[src/core/sca_pkg.sv]
/*
 * shared constants and types for the sar converter control block.
 * assumes a 10 MHz core clock and an apb master with 32-bit data.
 */
package sca_pkg;

    // ----------------------------------------
    // clock and conversion timing
    // ----------------------------------------
    localparam int CLK_PERIOD_NS = 100;
    localparam int CONV_TIME_NS = 1500;
    // self-run period = conversion + acquisition, a little under the low-power limit
    localparam int ACQ_TIME_NS = 700;
    localparam int CONV_CYC = (CONV_TIME_NS + CLK_PERIOD_NS - 1) / CLK_PERIOD_NS;
    localparam int ACQ_CYC = (ACQ_TIME_NS + CLK_PERIOD_NS - 1) / CLK_PERIOD_NS;
    localparam int CNT_W = 5;
    localparam logic [CNT_W-1:0] CONV_LAST = CNT_W'(CONV_CYC - 1);
    localparam logic [CNT_W-1:0] ACQ_LAST = CNT_W'(ACQ_CYC - 1);
    localparam logic [CNT_W-1:0] CNT_ZERO = 5'h00;

    // ----------------------------------------
    // result and modes
    // ----------------------------------------
    localparam int RES_W = 16;
    localparam int MSB_POS = RES_W - 1;
    localparam logic [1:0] MODE_FAST = 2'h0;
    localparam logic [1:0] MODE_STD = 2'h1;
    localparam logic [1:0] MODE_LOWPWR = 2'h2;
    localparam logic [1:0] MODE_RST = MODE_STD;

    // ----------------------------------------
    // register map
    // ----------------------------------------
    localparam logic [7:0] OFS_CTRL = 8'h00;
    localparam logic [7:0] OFS_STATUS = 8'h04;
    localparam logic [7:0] OFS_RESULT = 8'h08;
    localparam logic [7:0] OFS_COUNT = 8'h0C;
    localparam int MODE_LSB = 0;
    localparam int ST_BUSY_POS = 0;
    localparam int ST_PWRLOW_POS = 1;
    localparam int ST_PD_POS = 2;
    localparam int ST_ACQ_POS = 3;

    typedef enum {
        ST_IDLE,
        ST_CONV,
        ST_ACQ
    } sca_state_t;

    // read-interface pins travel together
    typedef struct packed {
        logic dev_sel_n;
        logic read_en_n;
        logic interface_select;
        logic output_coding_select;
    } sca_rd_if_t;

    typedef struct packed {
        logic psel;
        logic penable;
        logic pwrite;
        logic [7:0] paddr;
        logic [31:0] pwdata;
    } sca_apb_req_t;

endpackage

[src/core/sca_convert_ctrl.sv]
/*
 * digital control of a 16-bit sar converter: conversion sequencing,
 * low-power self-run, power gating, output coding and parallel readout,
 * plus an apb slave for mode control and status.
 * assumes all pins synchronous to core_clk_i; the analog core presents
 * its code on adc_raw_i (straight binary) by the last conversion cycle.
 */
// Contract
// - running conversion ignores starts and power-down
// - start independent of select and read-enable
// - low-power mode self-times acquisition, restarts conversion
// - no self-start in fast or standard mode
// - self-run may exceed low-power throughput slightly
// - low-power mode cuts power after each conversion
// - host interface stays active during acquisition
// - coding input picks twos complement or binary
// - data outputs driven only when both enables low
// - parallel interface when interface select low
// - serial signals share parallel data pins
// - result readable until next conversion ends
// - busy high during conversion, low when done
`timescale 1ns/1ps

module sca_convert_ctrl (
    // clock and reset
    input wire logic core_clk_i,
    input wire logic reset_n_i,
    // apb slave
    input wire logic psel_i,
    input wire logic penable_i,
    input wire logic pwrite_i,
    input wire logic [7:0] paddr_i,
    input wire logic [31:0] pwdata_i,
    output logic [31:0] prdata_o,
    output logic pready_o,
    output logic pslverr_o,
    // conversion control pins
    input wire logic convert_start_n_i,
    input wire logic power_down_input_i,
    output logic busy_o,
    output logic power_low_o,
    // analog core
    input wire logic [sca_pkg::RES_W-1:0] adc_raw_i,
    // read interface pins
    input wire sca_pkg::sca_rd_if_t rd_if_i,
    output logic [sca_pkg::RES_W-1:0] data_o,
    output logic data_oe_o
);
    import sca_pkg::*;

    // ----------------------------------------
    // helpers
    // ----------------------------------------
    function automatic logic [RES_W-1:0] code_out(input logic [RES_W-1:0] raw,
                                                  input logic straight);
        logic [RES_W-1:0] r;
        r = raw;
        if (!straight) begin
            r[MSB_POS] = ~raw[MSB_POS];
        end
        return r;
    endfunction

    function automatic logic apb_hit(input logic [7:0] a);
        return (a == OFS_CTRL) || (a == OFS_STATUS) || (a == OFS_RESULT) || (a == OFS_COUNT);
    endfunction

    sca_state_t state_q;
    logic [CNT_W-1:0] cnt_q;
    logic cnv_n_q;
    logic [1:0] mode_q;
    logic [RES_W-1:0] result_q;
    logic [31:0] count_q;
    logic [RES_W-1:0] data_q;
    logic start_fall;
    logic lowpwr;
    logic conv_done;
    logic acq_done;
    logic apb_wr;
    sca_apb_req_t req;

    assign req = '{psel: psel_i, penable: penable_i, pwrite: pwrite_i,
                   paddr: paddr_i, pwdata: pwdata_i};
    assign lowpwr = (mode_q == MODE_LOWPWR);
    assign start_fall = cnv_n_q && !convert_start_n_i;
    assign conv_done = (state_q == ST_CONV) && (cnt_q == CONV_LAST);
    assign acq_done = (state_q == ST_ACQ) && (cnt_q == ACQ_LAST);

    // ----------------------------------------
    // start edge detect
    // ----------------------------------------
    // reset high so a pin already low at release is taken as an edge
    always_ff @(posedge core_clk_i) begin
        if (!reset_n_i) begin
            cnv_n_q <= 1'b1;
        end else begin
            cnv_n_q <= convert_start_n_i;
        end
    end

    // ----------------------------------------
    // conversion sequencer
    // ----------------------------------------
    always_ff @(posedge core_clk_i) begin
        if (!reset_n_i) begin
            state_q <= ST_IDLE;
            cnt_q <= CNT_ZERO;
        end else begin
            case (state_q)
                ST_IDLE: begin
                    cnt_q <= CNT_ZERO;
                    if (start_fall && !power_down_input_i) begin
                        state_q <= ST_CONV;
                    end
                end
                ST_CONV: begin
                    // no abort path: starts and power-down are looked at only on the last cycle, to pick self-run
                    if (conv_done) begin
                        cnt_q <= CNT_ZERO;
                        if (lowpwr && !convert_start_n_i && !power_down_input_i) begin
                            state_q <= ST_ACQ;
                        end else begin
                            state_q <= ST_IDLE;
                        end
                    end else begin
                        cnt_q <= cnt_q + 1'b1;
                    end
                end
                ST_ACQ: begin
                    if (convert_start_n_i || power_down_input_i || !lowpwr) begin
                        state_q <= ST_IDLE;
                        cnt_q <= CNT_ZERO;
                    end else if (acq_done) begin
                        state_q <= ST_CONV;
                        cnt_q <= CNT_ZERO;
                    end else begin
                        cnt_q <= cnt_q + 1'b1;
                    end
                end
                default: begin
                    state_q <= ST_IDLE;
                    cnt_q <= CNT_ZERO;
                end
            endcase
        end
    end

    assign busy_o = (state_q == ST_CONV);
    // conversion circuitry off outside the conversion phase in low-power mode
    assign power_low_o = (lowpwr && (state_q != ST_CONV)) || power_down_input_i && !busy_o;

    // ----------------------------------------
    // result capture
    // ----------------------------------------
    // updated only on the final conversion cycle, so reads mid-conversion get the old code
    always_ff @(posedge core_clk_i) begin
        if (!reset_n_i) begin
            result_q <= '0;
            count_q <= '0;
        end else if (conv_done) begin
            result_q <= adc_raw_i;
            count_q <= count_q + 32'h0000_0001;
        end
    end

    // ----------------------------------------
    // parallel readout
    // ----------------------------------------
    always_ff @(posedge core_clk_i) begin
        if (!reset_n_i) begin
            data_q <= '0;
        end else begin
            data_q <= code_out(result_q, rd_if_i.output_coding_select);
        end
    end

    assign data_o = data_q;
    // serial mode reuses these pins, so the parallel drive backs off when selected
    assign data_oe_o = !rd_if_i.dev_sel_n && !rd_if_i.read_en_n
                       && !rd_if_i.interface_select;

    // ----------------------------------------
    // apb slave
    // ----------------------------------------
    assign pready_o = 1'b1;
    assign pslverr_o = req.psel && req.penable && !apb_hit(req.paddr);
    assign apb_wr = req.psel && req.penable && req.pwrite && (req.paddr == OFS_CTRL);

    always_ff @(posedge core_clk_i) begin
        if (!reset_n_i) begin
            mode_q <= MODE_RST;
        end else if (apb_wr) begin
            mode_q <= req.pwdata[MODE_LSB +: 2];
        end
    end

    always_comb begin
        prdata_o = '0;
        if (req.psel && !req.pwrite) begin
            case (req.paddr)
                OFS_CTRL: prdata_o[MODE_LSB +: 2] = mode_q;
                OFS_STATUS: begin
                    prdata_o[ST_BUSY_POS] = busy_o;
                    prdata_o[ST_PWRLOW_POS] = power_low_o;
                    prdata_o[ST_PD_POS] = power_down_input_i;
                    prdata_o[ST_ACQ_POS] = (state_q == ST_ACQ);
                end
                OFS_RESULT: prdata_o[RES_W-1:0] = code_out(result_q,
                                                  rd_if_i.output_coding_select);
                OFS_COUNT: prdata_o = count_q;
                default: prdata_o = '0;
            endcase
        end
    end
endmodule

[config.mk]
export PLATFORM = sky130hd
export DESIGN_NAME = sca_convert_ctrl
export DESIGN_NICKNAME = d
export VERILOG_FILES = /design/src/core/sca_pkg.sv /design/src/core/sca_convert_ctrl.sv
export SDC_FILE = /design/constraint.sdc
export NUM_CORES = 1
export LEC_CHECK = 0
export BUFFER_PORTS_ARGS = -buffer_cell sky130_fd_sc_hd__buf_2
export CAP_MARGIN = 10
export CORE_ASPECT_RATIO = 1.75
export CORE_UTILIZATION = 50
export DETAILED_ROUTE_END_ITERATION = 8
export PLACE_DENSITY = 0.76
export SYNTH_ARGS = -nofsm -noshare
export SYNTH_HDL_FRONTEND = slang
export SYNTH_SLANG_ARGS = --single-unit
[constraint.sdc]
create_clock -name core_clk_i -period 1.87 [get_ports core_clk_i]
set_input_delay 0.0935 -clock core_clk_i [delete_from_list [all_inputs] [get_ports core_clk_i]]
set_output_delay 0.0935 -clock core_clk_i [all_outputs]
set_load 0.005 [all_outputs]
# Word-level counts from Yosys, hierarchy flattened
# Cells that the tools add are included.
op_classes:
  muxes: 16
  addsub: 2
  n_eq_ne: 14
  bitwise: 1
  reduce_logical: 33
ops:
  columns: ["op", "n"]
  rows:
  - ["$mux W32", 5]
  - ["$pmux W32 S3", 1]
  - ["$eq A32 B2 Y1 const B", 2]
  - ["$add A32 B1 Y32 const B", 1]
  - ["$eq A32 B1 Y1 const B", 1]
  - ["$eq A32 B3 Y1 const B", 1]
  - ["$logic_not A32 Y1", 1]
  - ["$ne A32 B2 Y1 const B", 1]
  - ["$pmux W12 S2", 1]
  - ["$eq A8 B4 Y1 const B", 2]
  - ["$mux W16", 1]
  - ["$logic_and A1 B1 Y1", 15]
  - ["$mux W5", 3]
  - ["$pmux W5 S2", 1]
  - ["$logic_not A1 Y1", 9]
  - ["$eq A8 B3 Y1 const B", 1]
  - ["$logic_not A8 Y1", 1]
  - ["$pmux W2 S4", 1]
  - ["$logic_or A1 B1 Y1", 6]
  - ["$pmux W2 S3", 1]
  - ["$add A5 B1 Y5 const B", 1]
  - ["$eq A5 B3 Y1 const B", 1]
  - ["$eq A5 B4 Y1 const B", 1]
  - ["$ne A2 B2 Y1 const B", 2]
  - ["6 further kinds", 6]
totals:
  elab_cells: 73
  ff_bits: 104
  out_inout_bits: 53
  in_bits: 67

# Logic depth before layout (Yosys ltp)
depth:
  depth_word: 6
  depth_mapped: 8

# Worst setup path before layout
# Ideal clock, no wire load.
synth_timing:
  kind: "register to register"
  startpoint: "reg state_q[1]"
  endpoint: "reg state_q[1]"
  n_path_buf: 1
  stages_incl_launch_ff: 8
  setup_ps: 72
  period_less_slack_ps: 1761
  arrival_ps: 1689
  path_slack_ps: 109
  cell_sequence: "dfxtp_1 inv_1 ha_1 buf_2 nor2b_1 a311o_1 a22oi_1 mux2i_1"
synth_between:
  elab_chain_cells: 4
  elab_cells_between_ends: 12
  classes_between: "7 x eq/ne; 1 x mux; 4 x reduce/logical"
synth_rtl:
  columns: ["item", "line_no", "rtl"]
  rows:
  - ["start: declaration", "sca_convert_ctrl.sv:68", "sca_state_t state_q;"]
  - ["start signal: assignment", "sca_convert_ctrl.sv:106", "state_q <= ST_IDLE;"]
  - ["start signal: assignment", "sca_convert_ctrl.sv:113", "state_q <= ST_CONV;"]
  - ["start signal: assignment", "sca_convert_ctrl.sv:121", "state_q <= ST_ACQ;"]
  - ["$eq A32 B2 Y1", null, null]
  - ["via busy_o", "sca_convert_ctrl.sv:40", "output logic busy_o,"]
  - ["$logic_and A1 B1 Y1", "sca_convert_ctrl.sv:86", "assign conv_done = (state_q == ST_CONV) && (cnt_q == CONV_LAST);"]
  - ["$ne A2 B2 Y1 (no line)", null, null]
  - ["$reduce_and A3 Y1 (no line)", null, null]
# The timed path passes the listed nets, and every way through them passes these cells.
# A chain may end at the register's enable or synchronous reset.

# Final worst setup path
layout_timing:
  startpoint: "reg state_q[1]"
  endpoint: "out prdata_o[1]"
layout_between:
  elab_chain_cells: 6
  elab_cells_between_ends: 8
  classes_between: "2 x eq/ne; 2 x mux; 4 x reduce/logical"
layout_rtl:
  columns: ["item", "line_no", "rtl"]
  rows:
  - ["$eq A32 B2 Y1", "sca_convert_ctrl.sv:148", "assign busy_o = (state_q == ST_CONV);"]
  - ["$logic_not A1 Y1", "sca_convert_ctrl.sv:150", "assign power_low_o = (lowpwr && (state_q != ST_CONV)) || power_down_input_i && !busy_o;"]
  - ["$logic_and A1 B1 Y1", "sca_convert_ctrl.sv:150", null]
  - ["$logic_or A1 B1 Y1 *", "sca_convert_ctrl.sv:150", null]
  - ["$pmux W2 S4 *", "sca_convert_ctrl.sv:200", "case (req.paddr)"]
  - ["$mux W32 *", "sca_convert_ctrl.sv:199", "if (req.psel && !req.pwrite) begin"]
  - ["end: declaration", "sca_convert_ctrl.sv:34", "output logic [31:0] prdata_o,"]
# Mark *: on every way between the ends. The rest lies on a longest branch, timed or not.

==> results.txt <==
post-synthesis cell area = 3580 µm²
CP max FO = 4
H-tree depth = 3
syn avg cell area = 8.54 µm²
worst reg2reg path startpoint = state_q[1]
CP startpoint kind = flip-flop
static leakage = 0.00199 µW
clk sinks = 74
Worst R2R End = count_q[31]
Setup CP Type = flip-flop to output port
initial antenna violation count = 0
R2R Setup Slk = 0.09 ns
Synth Net Count = 493
Area growth syn-to-layout = 33.1%
arrival time worst endpoint = 1.76 ns
pwr dens = 789 nW/µm²
Rows = 40
HP Class = primary input to flip-flop
Post-Route WL = 9650 µm
peak supply drop = 0.000652 V
crit end category = output port
post-synthesis async set-or-reset flop share = 0%
GP Congestion = 0.838
io pins = 120
Tcrit/Tclk final = 99.1%
dpl cell area = 4240 µm²
Finished Cell Area = 4760 µm²
Initial Util = 51.8%
number of synthesized flops with an enable pin = 0
Vias/cell = 5.66
DP Cell Count = 596
most common cell after layout, fill and taps aside = buf_2
Max Root-Sink Buffers = 2
CP max stage delay = 0.45 ns
clk_skew = 0.00529 ns
final setup vio count = 0
CP endpoint = prdata_o[1]
Nets = 613
first-pass GRT wire length = 15300 µm
Levels on crit path = 7
RSZ-0062 raised after global routing = true
Reg clk slew, reported paths = 0.05 ns
worst path cell trace = inv_2, ha_4, buf_6, a21oi_2, mux4_2, nor2b_1, buf_2
Warnings, synthesis = 0
most frequent cells in the layout = buf_2 (88), dfxtp_1 (71), nand2_1 (53), a21oi_1 (37), and2_1 (35)
sequential element share of the synthesized area = 41.4%
input/output buffers = 88
crit path max-delay cell type = mux4_2
ANT nets after route = 0
CTS buffer count = 9
status = complete, no violations
Cells after Synth = 419
CTS tree = done
GRT overflow = 0
DP HPWL = 6360 µm
iteration count of the initial detailed-routing pass = 5
worst-margin pin slew = 0.568 ns
total number of vias = 3537
top_reg_cell synth = dfxtp_1
layout cells sized above 1 = 30.5%
endpoints failing hold = 0
Tmin final = 1.85 ns
vias in the first global route = 3338
slew margin rel. = 62.1%
CTS Root Cell = clkbuf_16
core area = 6910 µm²
Die Wd = 66.0 µm
Die Area = 7510 µm²
Total GRT Usage = 26.5%
CP Buf/Inv Count = 3
DIE HEIGHT = 114 µm
Critical Path Start = state_q[1]
1st-iter DRT viols = 243
Yosys reg bits = 74
Worst-Skew Late Latency = 0.33 ns
Cell variety after synth = 46
routed len/inst = 15.4 µm
kind of cell adding the most delay to the critical path = multiplexers
FMAX = 540 MHz
MaxCap Viol Count = 0
diodes inserted = 0
max-slew violations = 0
largest net degree at the start of global routing = 33
CP Data Required Time = 1.78 ns
Worst R2R Path Depth = 8
DRC errors left = 0
Non-Filler Instances = 625
logic make-up (layout without fill, tap and decap cells):
kind of cell    count (synthesis)  after routing  synth area share (%)
simple gates                  204            206                  31.8
mux                            13             13                  4.40
buf+inv                        34            154                  4.26
compound gates                 75             75                  12.9
other cells                     1              1                 0.105
fa+ha+maj                       7              7                  2.45
xor+xnor                       11             11                  2.69
flops                          74             74                  41.4
stage by stage:
| step | setup TNS [ns] | power [µW] | setup slack [ns] | hold WS (ns) | utilization, % |
|---|---|---|---|---|---|
| floorplan | 0 | 1790 | 0.109 | 0.195 | - |
| global placement | -0.0314 | 1910 | -0.0287 | 0.314 | 61.3 |
| detailed placement | -1.13 | 1920 | -0.0980 | 0.315 | 61.3 |
| CTS | 0 | 3760 | 0.00236 | 0.00234 | 67.9 |
| global route | -0.00334 | 3870 | -0.00334 | 0.0115 | 69.0 |
| finish | 0 | 3760 | 0.0177 | 0.00123 | 69.0 |
routing by layer:
layer | track usage (%) | vias up | wire length (µm)
met4 | 9.65 | 0 | 162
met3 | 4.90 | 16 | 367
met5 | 0 | - | 0
met2 | 48.2 | 105 | 5330
met1 | 29.7 | 1684 | 3790
li1 | - | 1732 | -
cells in the mapped netlist (2+ instances only):
| cell type | n | area share [%] |
|---|---|---|
| inv_1 | 7 | 0.73 |
| and3_1 | 4 | 0.70 |
| o21ai_0 | 3 | 0.42 |
| nand2_1 | 55 | 5.8 |
| nor4_1 | 6 | 1.0 |
| mux4_2 | 2 | 1.3 |
| ha_1 | 7 | 2.4 |
| or3_1 | 5 | 0.87 |
| nor2b_1 | 4 | 0.70 |
| xnor2_1 | 3 | 0.73 |
| buf_6 | 2 | 0.63 |
| nor2_1 | 29 | 3.0 |
| and2_1 | 36 | 6.3 |
| a21oi_1 | 39 | 5.5 |
| buf_2 | 5 | 0.70 |
| mux2i_1 | 9 | 2.5 |
| and4_1 | 4 | 0.98 |
| nand4_1 | 12 | 2.1 |
| mux2_2 | 2 | 0.63 |
| a22oi_1 | 15 | 3.1 |
| nand3_1 | 10 | 1.4 |
| clkbuf_1 | 18 | 1.9 |
| nand2b_1 | 8 | 1.4 |
| xor2_1 | 8 | 2.0 |
| o31ai_1 | 16 | 3.4 |
| dfxtp_1 | 74 | 41 |
| or4_1 | 17 | 3.6 |
sequential cells by signal (all words and copies together), names as in the netlist:
signal,flops
count_q,32
data_o,16
result_q,16
cnt_q,5
mode_q,2
state_q,2
cnv_n_q,1
repair_timing:
action	4_1_cts	5_1_grt
setup endpoints to repair	33	40
pin swaps	2	2
setup buffers	2	2
resized for setup	10	11
gates cloned	0	2
hold endpoints to repair	10	0
hold buffers	10	0
worst register-to-register path: cells and delay by family (launching register included):
| family | cells | cell delay [ns] |
|---|---|---|
| flip-flops | 1 | 0.32 |
| AO/OA/AOI/OAI | 1 | 0.14 |
| adder cells (fa/ha/maj) | 1 | 0.16 |
| AND/OR/NAND/NOR | 3 | 0.73 |
| buffers and inverters | 3 | 0.36 |
area by class of cell:
class	count	area, µm²
clock buffer	9	225
clock inverter	4	70.1
fill	562	2140
inverter	8	30.0
multi-input combinational	313	2030
sequential	74	1490
tap	84	105
timing repair buffer	133	820
report_power, final:
group | total (µW) | internal (µW) | switching (µW)
combinational | 398 | 212 | 185
clock | 1760 | 1140 | 620
sequential | 1600 | 1590 | 11.3
worst min path at each step:
stage,startpoint,endpoint,slack [ns],cells after the start
3_3_place_gp,convert_start_n_i,cnv_n_q,0.31,2
5_1_grt,adc_raw_i[7],result_q[7],0.01,3
4_1_cts,adc_raw_i[10],result_q[10],0.002,3
6_report,adc_raw_i[7],result_q[7],0.001,3
2_1_floorplan,convert_start_n_i,cnv_n_q,0.19,1
3_5_place_dp,convert_start_n_i,cnv_n_q,0.31,2
(Power assumes the default switching activity.)
